===== config.mk =====
export PLATFORM = sky130hd
export DESIGN_NAME = pacc_top
export DESIGN_NICKNAME = d
export VERILOG_FILES = /design/src/pkg/pacc_pkg.sv /design/src/pkg/pacc_pwm_if.sv /design/src/hdl/pacc_pwm.sv /design/src/hdl/pacc_top.sv
export SDC_FILE = /design/constraint.sdc
export NUM_CORES = 1
export LEC_CHECK = 0
export CAP_MARGIN = 30
export CORE_AREA = 2 2 172 174
export CTS_BUF_LIST = sky130_fd_sc_hd__clkbuf_8
export CTS_CLUSTER_DIAMETER = 150
export DETAILED_ROUTE_END_ITERATION = 16
export DIE_AREA = 0 0 174 176
export DONT_BUFFER_PORTS = 1
export PLACE_DENSITY = 0.69
export SLEW_MARGIN = 10
export SYNTH_ARGS = -nofsm -noshare
export SYNTH_HDL_FRONTEND = slang
export SYNTH_SLANG_ARGS = --single-unit
export TNS_END_PERCENT = 30

===== constraint.sdc =====
create_clock -name CLK_IN -period 3.75 [get_ports CLK_IN]
set_input_delay 0.5625 -clock CLK_IN [delete_from_list [all_inputs] [get_ports CLK_IN]]
set_output_delay 0.5625 -clock CLK_IN [all_outputs]
set_load 0.05 [all_outputs]

===== src/pkg/pacc_pkg.sv =====
// Purpose: Shared constants for the PWM and capture counter block
// Assumes: Module clock of 200 MHz, reference rate of 27 MHz
// Notes:   Reference rate is made by a fractional accumulator
package pacc_pkg;
	localparam int          SYS_CLK_KHZ  = 200000;
	localparam int          REF_CLK_KHZ  = 27000;
	localparam int          ACC_W        = 18;
	localparam logic [17:0] ACC_STEP     = 18'(REF_CLK_KHZ);
	localparam logic [17:0] ACC_WRAP     = 18'(SYS_CLK_KHZ);
	localparam int          PWM_W        = 8;
	localparam int          PWM_PRE_W    = 4;
	localparam int          NCH          = 4;
	localparam int          CNT_W        = 32;
	localparam int          CNT_PRE_W    = 5;
	localparam logic [1:0]  CNT_BASE_DIV = 2'h3;
	localparam logic [1:0]  EDGE_RISE    = 2'h1;
	localparam logic [1:0]  EDGE_FALL    = 2'h2;
	localparam int          IRQ_N        = 9;
	localparam int          IRQ_CAP0     = 0;
	localparam int          IRQ_CMP0     = 4;
	localparam int          IRQ_OVF      = 8;
endpackage


===== src/pkg/pacc_pwm_if.sv =====
// Purpose: Carrier between the top level and the PWM generator
// Assumes: Single clock domain
// Notes:   Tick is a one-cycle strobe at the reference rate
`timescale 1ns/1ps
interface pacc_pwm_if;
	import pacc_pkg::*;
	logic                         ref_tick;
	logic                         enable;
	logic [PWM_PRE_W-1:0]         presc;
	logic [NCH-1:0][PWM_W-1:0]    duty;
	logic [NCH-1:0]               pulse;
	logic                         ovf;
	modport ctrl (output ref_tick, enable, presc, duty, input pulse, ovf);
	modport gen  (input ref_tick, enable, presc, duty, output pulse, ovf);
endinterface


===== src/hdl/pacc_pwm.sv =====
// Purpose: Four-channel PWM on one shared prescaled 8-bit counter
// Assumes: Reference tick supplied by the parent
// Notes:   Duty 0 keeps the output high all period
`timescale 1ns/1ps
module pacc_pwm
	import pacc_pkg::*;
(
	input  wire logic CLK_IN,
	input  wire logic RST_N_IN,
	pacc_pwm_if.gen   pif
);
	logic [PWM_PRE_W-1:0] pre_ff;
	logic [PWM_W-1:0]     cnt_ff;
	logic [NCH-1:0]       pulse_ff;
	logic                 ovf_ff;
	wire                  pre_done = (pre_ff == pif.presc);
	wire                  cnt_tick = pif.enable & pif.ref_tick & pre_done;
	wire                  cnt_wrap = cnt_tick & (cnt_ff == '1);
	wire [PWM_W-1:0]      nxt_cnt  = cnt_ff + 1'b1;

	// Divide reference by presc+1, giving 1 to 16
	always_ff @(posedge CLK_IN or negedge RST_N_IN) begin
		if (!RST_N_IN) begin
			pre_ff <= '0;
			cnt_ff <= '0;
			ovf_ff <= 1'b0;
		end else begin
			if (!pif.enable || (pif.ref_tick && pre_done))
				pre_ff <= '0;
			else if (pif.ref_tick)
				pre_ff <= pre_ff + 1'b1;
			if (!pif.enable)
				cnt_ff <= '0;
			else if (cnt_tick)
				cnt_ff <= nxt_cnt;
			ovf_ff <= cnt_wrap;
		end
	end

	// All channels share one counter, so periods stay aligned
	genvar i;
	generate
		for (i = 0; i < NCH; i++) begin : g_ch
			always_ff @(posedge CLK_IN or negedge RST_N_IN) begin
				if (!RST_N_IN)
					pulse_ff[i] <= 1'b1;
				else if (!pif.enable || cnt_wrap)
					pulse_ff[i] <= 1'b1;
				else if (cnt_tick && nxt_cnt == pif.duty[i])
					pulse_ff[i] <= 1'b0;
			end
		end
	endgenerate

	assign pif.pulse = pulse_ff;
	assign pif.ovf   = ovf_ff;
endmodule


===== src/hdl/pacc_top.sv =====
// Purpose: PWM generator plus 32-bit capture/compare counter
// Assumes: 200 MHz module clock, control bits arrive as plain ports
// Notes:   Counter base rate is the 27 MHz reference divided by 4
`timescale 1ns/1ps
module pacc_top
	import pacc_pkg::*;
(
	input  wire logic                 CLK_IN,
	input  wire logic                 RST_N_IN,
	input  wire logic                 PWM_EN_IN,
	input  wire logic [PWM_PRE_W-1:0] PWM_PRESC_IN,
	input  wire logic [NCH*PWM_W-1:0] PWM_DUTY_IN,
	output logic      [NCH-1:0]       PULSE_OUT_CH_OUT,
	output logic                      PWM_OVF_IRQ_OUT,
	input  wire logic                 CNT_RUN_IN,
	input  wire logic [CNT_PRE_W-1:0] CNT_PRESC_IN,
	input  wire logic [CNT_W-1:0]     CNT_INIT_IN,
	input  wire logic                 CNT_WR_IN,
	input  wire logic [CNT_W-1:0]     CNT_WDATA_IN,
	output logic      [CNT_W-1:0]     CNT_VALUE_OUT,
	input  wire logic [NCH*CNT_W-1:0] CMP_VALUE_IN,
	input  wire logic [2*NCH-1:0]     CAP_EDGE_IN,
	input  wire logic [NCH-1:0]       CAPTURE_INPUT_CH_IN,
	input  wire logic [NCH-1:0]       CAP_CLR_IN,
	output logic      [NCH*CNT_W-1:0] CAP_VALUE_OUT,
	input  wire logic [IRQ_N-1:0]     IRQ_EN_IN,
	input  wire logic [IRQ_N-1:0]     IRQ_CLR_IN,
	output logic      [IRQ_N-1:0]     IRQ_PEND_OUT,
	output logic                      CNT_IRQ_OUT
);
	pacc_pwm_if pif ();

	// Fractional accumulator gives average 27 MHz strobe
	// Trade-off: strobe spacing jitters by one clock, but the
	// long-run rate is exact and no second clock domain is needed
	logic [ACC_W-1:0] acc_ff;
	logic             ref_tick_ff;
	wire  [ACC_W-1:0] acc_sum  = acc_ff + ACC_STEP;
	wire              acc_over = (acc_sum >= ACC_WRAP);
	wire  [ACC_W-1:0] nxt_acc  = acc_over ? acc_sum - ACC_WRAP : acc_sum;

	always_ff @(posedge CLK_IN or negedge RST_N_IN) begin
		if (!RST_N_IN) begin
			acc_ff      <= '0;
			ref_tick_ff <= 1'b0;
		end else begin
			acc_ff      <= nxt_acc;
			ref_tick_ff <= acc_over;
		end
	end

	// PWM generator hookup
	assign pif.ref_tick = ref_tick_ff;
	assign pif.enable   = PWM_EN_IN;
	assign pif.presc    = PWM_PRESC_IN;
	assign pif.duty     = PWM_DUTY_IN;
	assign PULSE_OUT_CH_OUT = pif.pulse;
	assign PWM_OVF_IRQ_OUT  = pif.ovf;

	pacc_pwm u_pwm (
		.CLK_IN   (CLK_IN),
		.RST_N_IN (RST_N_IN),
		.pif      (pif.gen)
	);

	// Base divide by four, then prescale by presc+1
	logic [1:0]           base_ff;
	logic [CNT_PRE_W-1:0] cpre_ff;
	logic [CNT_W-1:0]     cnt_ff;
	logic                 tick_d_ff;
	wire                  base_tick = ref_tick_ff & (base_ff == CNT_BASE_DIV);
	wire                  cpre_done = (cpre_ff == CNT_PRESC_IN);
	wire                  cnt_tick  = CNT_RUN_IN & base_tick & cpre_done;
	wire                  cnt_ovf   = cnt_tick & (cnt_ff == '1);

	// Base divider; restarts from zero whenever the counter is stopped
	always_ff @(posedge CLK_IN or negedge RST_N_IN) begin
		if (!RST_N_IN)
			base_ff <= '0;
		else if (!CNT_RUN_IN)
			base_ff <= '0;
		else if (ref_tick_ff)
			base_ff <= base_ff + 1'b1;
	end

	// Prescaler divides the base rate by CNT_PRESC_IN plus one
	always_ff @(posedge CLK_IN or negedge RST_N_IN) begin
		if (!RST_N_IN)
			cpre_ff <= '0;
		else if (!CNT_RUN_IN || (base_tick && cpre_done))
			cpre_ff <= '0;
		else if (base_tick)
			cpre_ff <= cpre_ff + 1'b1;
	end

	// Counter load, count and reload; writes ignored while running
	wire stopped_wr = CNT_WR_IN & ~CNT_RUN_IN;

	always_ff @(posedge CLK_IN or negedge RST_N_IN) begin
		if (!RST_N_IN)
			cnt_ff <= '0;
		else if (stopped_wr)
			cnt_ff <= CNT_WDATA_IN;
		else if (cnt_ovf)
			cnt_ff <= CNT_INIT_IN;
		else if (cnt_tick)
			cnt_ff <= cnt_ff + 1'b1;
	end

	// Marks a freshly changed count, so a compare fires only once
	always_ff @(posedge CLK_IN or negedge RST_N_IN) begin
		if (!RST_N_IN)
			tick_d_ff <= 1'b0;
		else
			tick_d_ff <= cnt_tick | stopped_wr;
	end

	// Loading the start value is a stopped write of CNT_WDATA_IN
	assign CNT_VALUE_OUT = cnt_ff;

	// Capture path; stage one feeds only stage two
	logic [NCH-1:0] sync1_ff;
	logic [NCH-1:0] sync2_ff;
	logic [NCH-1:0] prev_ff;
	logic [NCH-1:0] cap_evt;
	logic [NCH-1:0] cmp_evt;
	logic [CNT_W-1:0] cap_ff [NCH];

	// Two stages before any logic looks at the pins
	always_ff @(posedge CLK_IN or negedge RST_N_IN) begin
		if (!RST_N_IN) begin
			sync1_ff <= '0;
			sync2_ff <= '0;
		end else begin
			sync1_ff <= CAPTURE_INPUT_CH_IN;
			sync2_ff <= sync1_ff;
		end
	end

	// Last settled level; reset matches an idle-low pin, so no
	// false edge follows reset. Pulses under one clock may be lost.
	always_ff @(posedge CLK_IN or negedge RST_N_IN) begin
		if (!RST_N_IN)
			prev_ff <= '0;
		else
			prev_ff <= sync2_ff;
	end

	// Edge select decode, shared by all capture channels
	function automatic logic edge_hit(
		input logic [1:0] sel,
		input logic       rise,
		input logic       fall
	);
		return (|(sel & EDGE_RISE) & rise) | (|(sel & EDGE_FALL) & fall);
	endfunction

	genvar i;
	generate
		for (i = 0; i < NCH; i++) begin : g_cc
			wire [1:0] sel  = CAP_EDGE_IN[2*i +: 2];
			wire       rise = sync2_ff[i] & ~prev_ff[i];
			wire       fall = ~sync2_ff[i] & prev_ff[i];
			wire [CNT_W-1:0] cmpv = CMP_VALUE_IN[CNT_W*i +: CNT_W];
			// Edge select: 01 rising, 10 falling, 11 both, 00 off
			assign cap_evt[i] = edge_hit(sel, rise, fall);
			// Match once per counter value, not every cycle
			assign cmp_evt[i] = tick_d_ff & CNT_RUN_IN &
			                    (cnt_ff == cmpv);

			always_ff @(posedge CLK_IN or negedge RST_N_IN) begin
				if (!RST_N_IN)
					cap_ff[i] <= '0;
				else if (cap_evt[i])
					cap_ff[i] <= cnt_ff;
				else if (CAP_CLR_IN[i])
					cap_ff[i] <= '0;
			end
			// Read-only view for software
			assign CAP_VALUE_OUT[CNT_W*i +: CNT_W] = cap_ff[i];
		end
	endgenerate

	// Pending flags: a new event beats a clear in the same cycle
	logic [IRQ_N-1:0] pend_ff;
	wire  [IRQ_N-1:0] irq_set;
	wire  [IRQ_N-1:0] nxt_pend = irq_set | (pend_ff & ~IRQ_CLR_IN);

	// Source order: captures, then compares, then counter overflow
	assign irq_set[IRQ_CAP0 +: NCH] = cap_evt;
	assign irq_set[IRQ_CMP0 +: NCH] = cmp_evt;
	assign irq_set[IRQ_OVF]         = cnt_ovf;

	always_ff @(posedge CLK_IN or negedge RST_N_IN) begin
		if (!RST_N_IN)
			pend_ff <= '0;
		else
			pend_ff <= nxt_pend;
	end

	assign IRQ_PEND_OUT = pend_ff;
	assign CNT_IRQ_OUT  = |(pend_ff & IRQ_EN_IN);
endmodule


======== After elaboration in Yosys (flattened, before gate mapping) ========
Index checks and enable logic that the tools add are counted.
storage, ports and cells
  bits in latches ......................... 0
  logic and storage cells ................. 142
  output and inout bits ................... 175
  bits in registers ....................... 225
  memory bits (read-only) ................. 0
  memory bits (writable) .................. 0
  memories ................................ 0
  bits of input ports ..................... 272
operators by class
  eq/ne operators ......................... 15
  order comparisons ....................... 1
  multiplexer cells ....................... 28
  divide/modulo/power cells ............... 0
  multipliers ............................. 0
  bitwise logic cells ..................... 47
  shift operators ......................... 0
  reduce and logical (&&, ||, !) cells .... 23
  add/sub/neg operators ................... 7
operators with widths
  kind                      number
  $mux W32                  11
  $eq A32 B32 Y1            4
  $add A32 B1 Y32 const B   1
  $eq A32 B32 Y1 const B    1
  $eq A8 B8 Y1              4
  $and A1 B1 Y1             29
  $reduce_bool A2 Y1        10
  $add A18 B15 Y18 const B  1
  $and A9 B9 Y9             2
  $ge A18 B18 Y1 const B    1
  $mux W18                  1
  $sub A18 B18 Y18 const B  1
  $mux W8                   2
  $mux W5                   2
  $not A1 Y1                9
  $not A9 Y9                1
  $or A9 B9 Y9              1
  $reduce_or A9 Y1          1
  $add A8 B1 Y8 const B     1
  $eq A8 B8 Y1 const B      1
  $mux W1                   8
  $mux W4                   2
  $logic_and A1 B1 Y1       6
  $add A5 B1 Y5 const B     1
  other kinds (11)          20

======== Longest topological paths before layout ========
  depth in word-level cells ............... 7
  mapped depth ............................ 10

======== By module ========
A second synthesis with hierarchy kept.
second synthesis, totals
  cells, all modules ...................... 1501
  area total of the unflattened synthesis .. 13151.4 sq um
by module, submodules not included
  module    seq. area each (sq um)  area each (sq um)  cells an instance  times used
  pacc_top  5129.9                  11413.4            1290               1
  pacc_pwm  430.4                   1737.9             211                1

======== Worst setup path before layout ========
No wires, ideal clock.
  path kind ............................... reg-to-reg
  start point ............................. register acc_ff[3]
  end point ............................... register acc_ff[15]
  path slack .............................. 0.938 ns
  cell stages (with the launch flop) ...... 11
  arrival time ............................ 2.687 ns
  buffers on the path ..................... 0
  required time ........................... 3.625 ns
  setup time .............................. 0.125 ns
  period minus slack after synthesis ...... 2.812 ns
  cells stage by stage .................... dfrtp_1 inv_1 ha_1 nor3b_4 xnor2_1 ha_1 nor3b_1 o32ai_2 a32oi_4 a21boi_0 mux2_2
on the way
  cells in the longest elaborated chain, start to end .. 3
ends and longest elaborated chain
  element                                             RTL line                        RTL
  start, declared                                     pacc_top.sv:36                  logic [ACC_W-1:0] acc_ff;
  start signal, assigned                              pacc_top.sv:47                  acc_ff <= nxt_acc;
  $add A18 B15 Y18 (*)                                pacc_top.sv:38                  wire [ACC_W-1:0] acc_sum = acc_ff + ACC_STEP;
  named net acc_sum[3]                                pacc_top.sv:38
  $sub A18 B18 Y18 or $ge A18 B18 Y1 (tied branches)  pacc_top.sv:40, pacc_top.sv:39
  $mux W18 (*)                                        pacc_top.sv:40                  wire [ACC_W-1:0] nxt_acc = acc_over ? acc_sum - ACC_WRAP : acc_sum;
  named net nxt_acc[15]                               pacc_top.sv:40
The timed path passes the listed nets; every way through them passes the cells marked *.
A chain may end at the register's enable or synchronous reset.

======== Worst setup path in the final report ========
Ends and elaborated chain as after synthesis.

==> run_results.csv <==
group,metric,value,unit
clock_tree,cts_buffers,42,
synth,synth_mux_area_share,1.355,%
route,vias,11080,
placement,postPlaceCellArea,0.01329,mm^2
clock_tree,cts_tree,"done",
finish,final_common_cell,"dfrtp_1",
placement,hpwlAfterDp,34.96,mm
clock_tree,clk_pin_slew,0.06,ns
synth,synth_top_area_cell,"dfrtp_1",
power,power_density,486.0,mW/mm^2
setup_path,required,4.17,ns
route,wl_met3,5.947,mm
sta,finalSetupTns,0,ns
clock_tree,clk_latency,0.56,ns
floorplan,fp.dieW,174,um
finish,drive_gt1_share,10.41,%
route,drc_errors,0,
synth,synthSimpleGateAreaFrac,21.86,%
setup_path,r2r_end,"acc_ff[15]$_DFF_PN0_",
global_routing,grt_antenna_before_repair,2,
clock_tree,cts_num_sinks,222,
global_routing,grt_first_pass_wirelength,70.12,mm
route,drtIter0Drc,1517,
route,viasPerCell,6.101,
global_routing,grt_max_degree,223,
synth,syn_area,0.01284,mm^2
synth,synth_edf_count,0,
power,sw_frac_of_total,37.10,%
route,dr.pass1.iters,6,
hold_path,hold_path.class,"in -> async",
floorplan,die_area,0.03062,mm^2
floorplan,rows,62,
synth,synth_top_family_by_area,"simple AND/OR/NAND/NOR gates",
sta,period_needed,3.263,ns
route,wl_met1,19.09,mm
sta,skew,0.03291,ns
placement,place_congestion,0.9818,
synth,synth_top_area_share,42.50,%
finish,regArea,0.005564,mm^2
sta,timing.fmax,0.3065,GHz
route,route.top_layer_used,"met5",
clock_tree,cts_setup_buffers,0,
global_routing,grt_overflow,0,
route,ant_nets,0,
sta,setup_viol,0,
synth,synth_nets,1692,
power,pwr-share-seq,46.5,%
synth,netlist_instances,1412,
synth,synth_cell_types,76,
synth,synthAdderAreaFrac,0.7798,%
setup_path,r2r_cells,10,
power,p_int,4.355,mW
clock_tree,post_cts_resize_count,0,
setup_path,end_kind,"flop",
power,power.share.clock,36.8,%
synth,synth_area_leaders,"dfrtp_1 (42%), xor2_1 (11%), o21ai_0 (6.4%)",
setup_path,r2r_slack,0.49,ns
synth,async_reset_ff_share,100.0,%
synth,ys_seq_area_share,43.32,%
setup_path,worstPathArrival,3.68,ns
setup_path,path_class,"reg -> reg",
clock_tree,h-tree-depth,2,
finish,num-fill-cells,2654,
synth,yosys_warnings,0,
finish,mostFrequentLayoutCells,"dfrtp_1 (215), nand2_1 (178), o21ai_0 (161)",
global_routing,first_global_vias,10551,
power,leakage,5.921,nW
synth,synth_xor_area_share,14.67,%
run_status,violations,"hold timing",
sta,tightest_slew,0.9534,ns
synth,avgSynthCellArea,9.091,um^2
sta,finalHoldViolations,218,
setup_path,critical_path.max_fanout,10,
finish,fin_nets,1679,
floorplan,initial_utilization,44.96,%
route,wl_per_cell,27.38,um
finish,area_growth,10.99,%
power,ir_drop,0.0003146,V
floorplan,core_area,0.02855,mm^2
finish,antenna_cells,0,
setup_path,reg2reg_from,"acc_ff[3]$_DFF_PN0_",
finish,stdcell_count,1816,
power,netSwitchingPower,2.569,mW
power,power_frac_comb,16.7,%
route,wl_met2,22.62,mm
floorplan,dieHeight,176,um
global_routing,grt.total_usage,30.82,%
route,wirelength,49.73,mm
clock_tree,cts_root_buf,"clkbuf_8",
placement,dp_cells,1736,
sta,hold_ws,-0.3035,ns
floorplan,ioPinCount,447,
synth,synth-compound-area-share,14.10,%
finish,final_area,0.01425,mm^2
sta,max-slew-margin-rel,35.85,%
clock_tree,clk_path_buf_depth,3,
setup_path,worst_setup_path_start_kind,"flop",
run_status,status,"complete, but fails checks",
job,cap_violations,0,
sta,slew_violations,0,
synth,ys.flop_type,"dfrtp_1",
sta,post-route-period-util,87.01,%
finish,multiInputGateArea,0.006822,mm^2
placement,port_buffers,0,
sta,rsz0062_at_grt,"no",
synth,synth_seq_cells,222,
flip-flops by register name (all words and copies together), names as in the netlist:
| register | count |
|---|---|
| u_pwm.pif.pulse | 4 |
| sync1_ff | 4 |
| u_pwm.cnt_ff | 8 |
| cpre_ff | 5 |
| u_pwm.pif.ovf | 1 |
| u_pwm.pre_ff | 4 |
| sync2_ff | 4 |
| pif.ref_tick | 1 |
| prev_ff | 4 |
| acc_ff | 15 |
| CAP_VALUE_OUT | 128 |
| CNT_VALUE_OUT | 32 |
| IRQ_PEND_OUT | 9 |
| base_ff | 2 |
| tick_d_ff | 1 |
final cells by class:
cell class / instances / area share (%)
sequential: 222 / 39.06
clock buffer: 58 / 5.603
tap: 384 / 3.373
multi-input combinational: 1061 / 47.88
timing repair buffer: 46 / 2.547
inverter: 26 / 0.6851
clock inverter: 19 / 0.8519
through the flow:
step / util (%) / hold WS, ns / power (mW) / setup WS [ns]
after floorplan: - / 0.2669 / 3.948 / 0.9383
after global placement: 46.54 / 0.2725 / 4.368 / 0.6498
after detailed placement: 46.54 / 0.2723 / 4.392 / 0.5552
after CTS: 49.76 / -0.3246 / 6.944 / 0.5234
after global routing: 49.90 / -0.3321 / 7.136 / 0.2374
final: 49.90 / -0.3035 / 6.924 / 0.4871
per-layer routing:
metal	vias to the layer above	GRT usage [%]
met5	-	0
met4	4	12.11
met3	143	11.63
met2	756	48.64
met1	5345	38.39
li1	4832	-
synthesized netlist by cell type, types with 25 or more instances:
cell type,n
nand2b_1,130
nor2_1,48
nor4_1,37
nand3_1,28
inv_1,25
nand2_1,178
clkbuf_1,82
a21oi_1,30
o21ai_0,165
xor2_1,157
xnor2_1,58
nand4_1,31
dfrtp_1,218
cells by family after synthesis:
group,count (synthesis)
simple gates,532
compound gates,289
flops,222
xor+xnor,215
buf+inv,129
mux,17
fa+ha+maj,8
worst max-delay path by stage:
stage | startpoint | end | slack (ns) | cells after the start
global placement | acc_ff[3]$_DFF_PN0_ | acc_ff[15]$_DFF_PN0_ | 0.65 | 10
finish | acc_ff[3]$_DFF_PN0_ | acc_ff[15]$_DFF_PN0_ | 0.49 | 10
global route | acc_ff[3]$_DFF_PN0_ | acc_ff[15]$_DFF_PN0_ | 0.24 | 10
floorplan | acc_ff[3]$_DFF_PN0_ | acc_ff[15]$_DFF_PN0_ | 0.94 | 10
detailed placement | acc_ff[3]$_DFF_PN0_ | acc_ff[15]$_DFF_PN0_ | 0.56 | 10
CTS | acc_ff[3]$_DFF_PN0_ | acc_ff[15]$_DFF_PN0_ | 0.52 | 10
critical path, cell delays in order (launching register included):
cell and delay (ns):
dfrtp_1 0.50, inv_1 0.15, ha_1 0.29, nor3b_4 0.44, xnor2_1 0.21, ha_1 0.27
nor3b_1 0.25, o32ai_2 0.13, a32oi_4 0.46, a21boi_0 0.15, mux2_2 0.27
power groups by stage:
stage | Combinational (mW) | Sequential (mW) | Clock, mW
6_report | 1.16 | 3.22 | 2.55
5_1_grt | 1.21 | 3.24 | 2.69
4_1_cts | 1.13 | 3.22 | 2.59
3_5_place_dp | 1.12 | 3.27 | 0
3_3_place_gp | 1.11 | 3.26 | 0
2_1_floorplan | 0.588 | 3.36 | 0
Note: power is estimated with default switching activity, not from simulation.
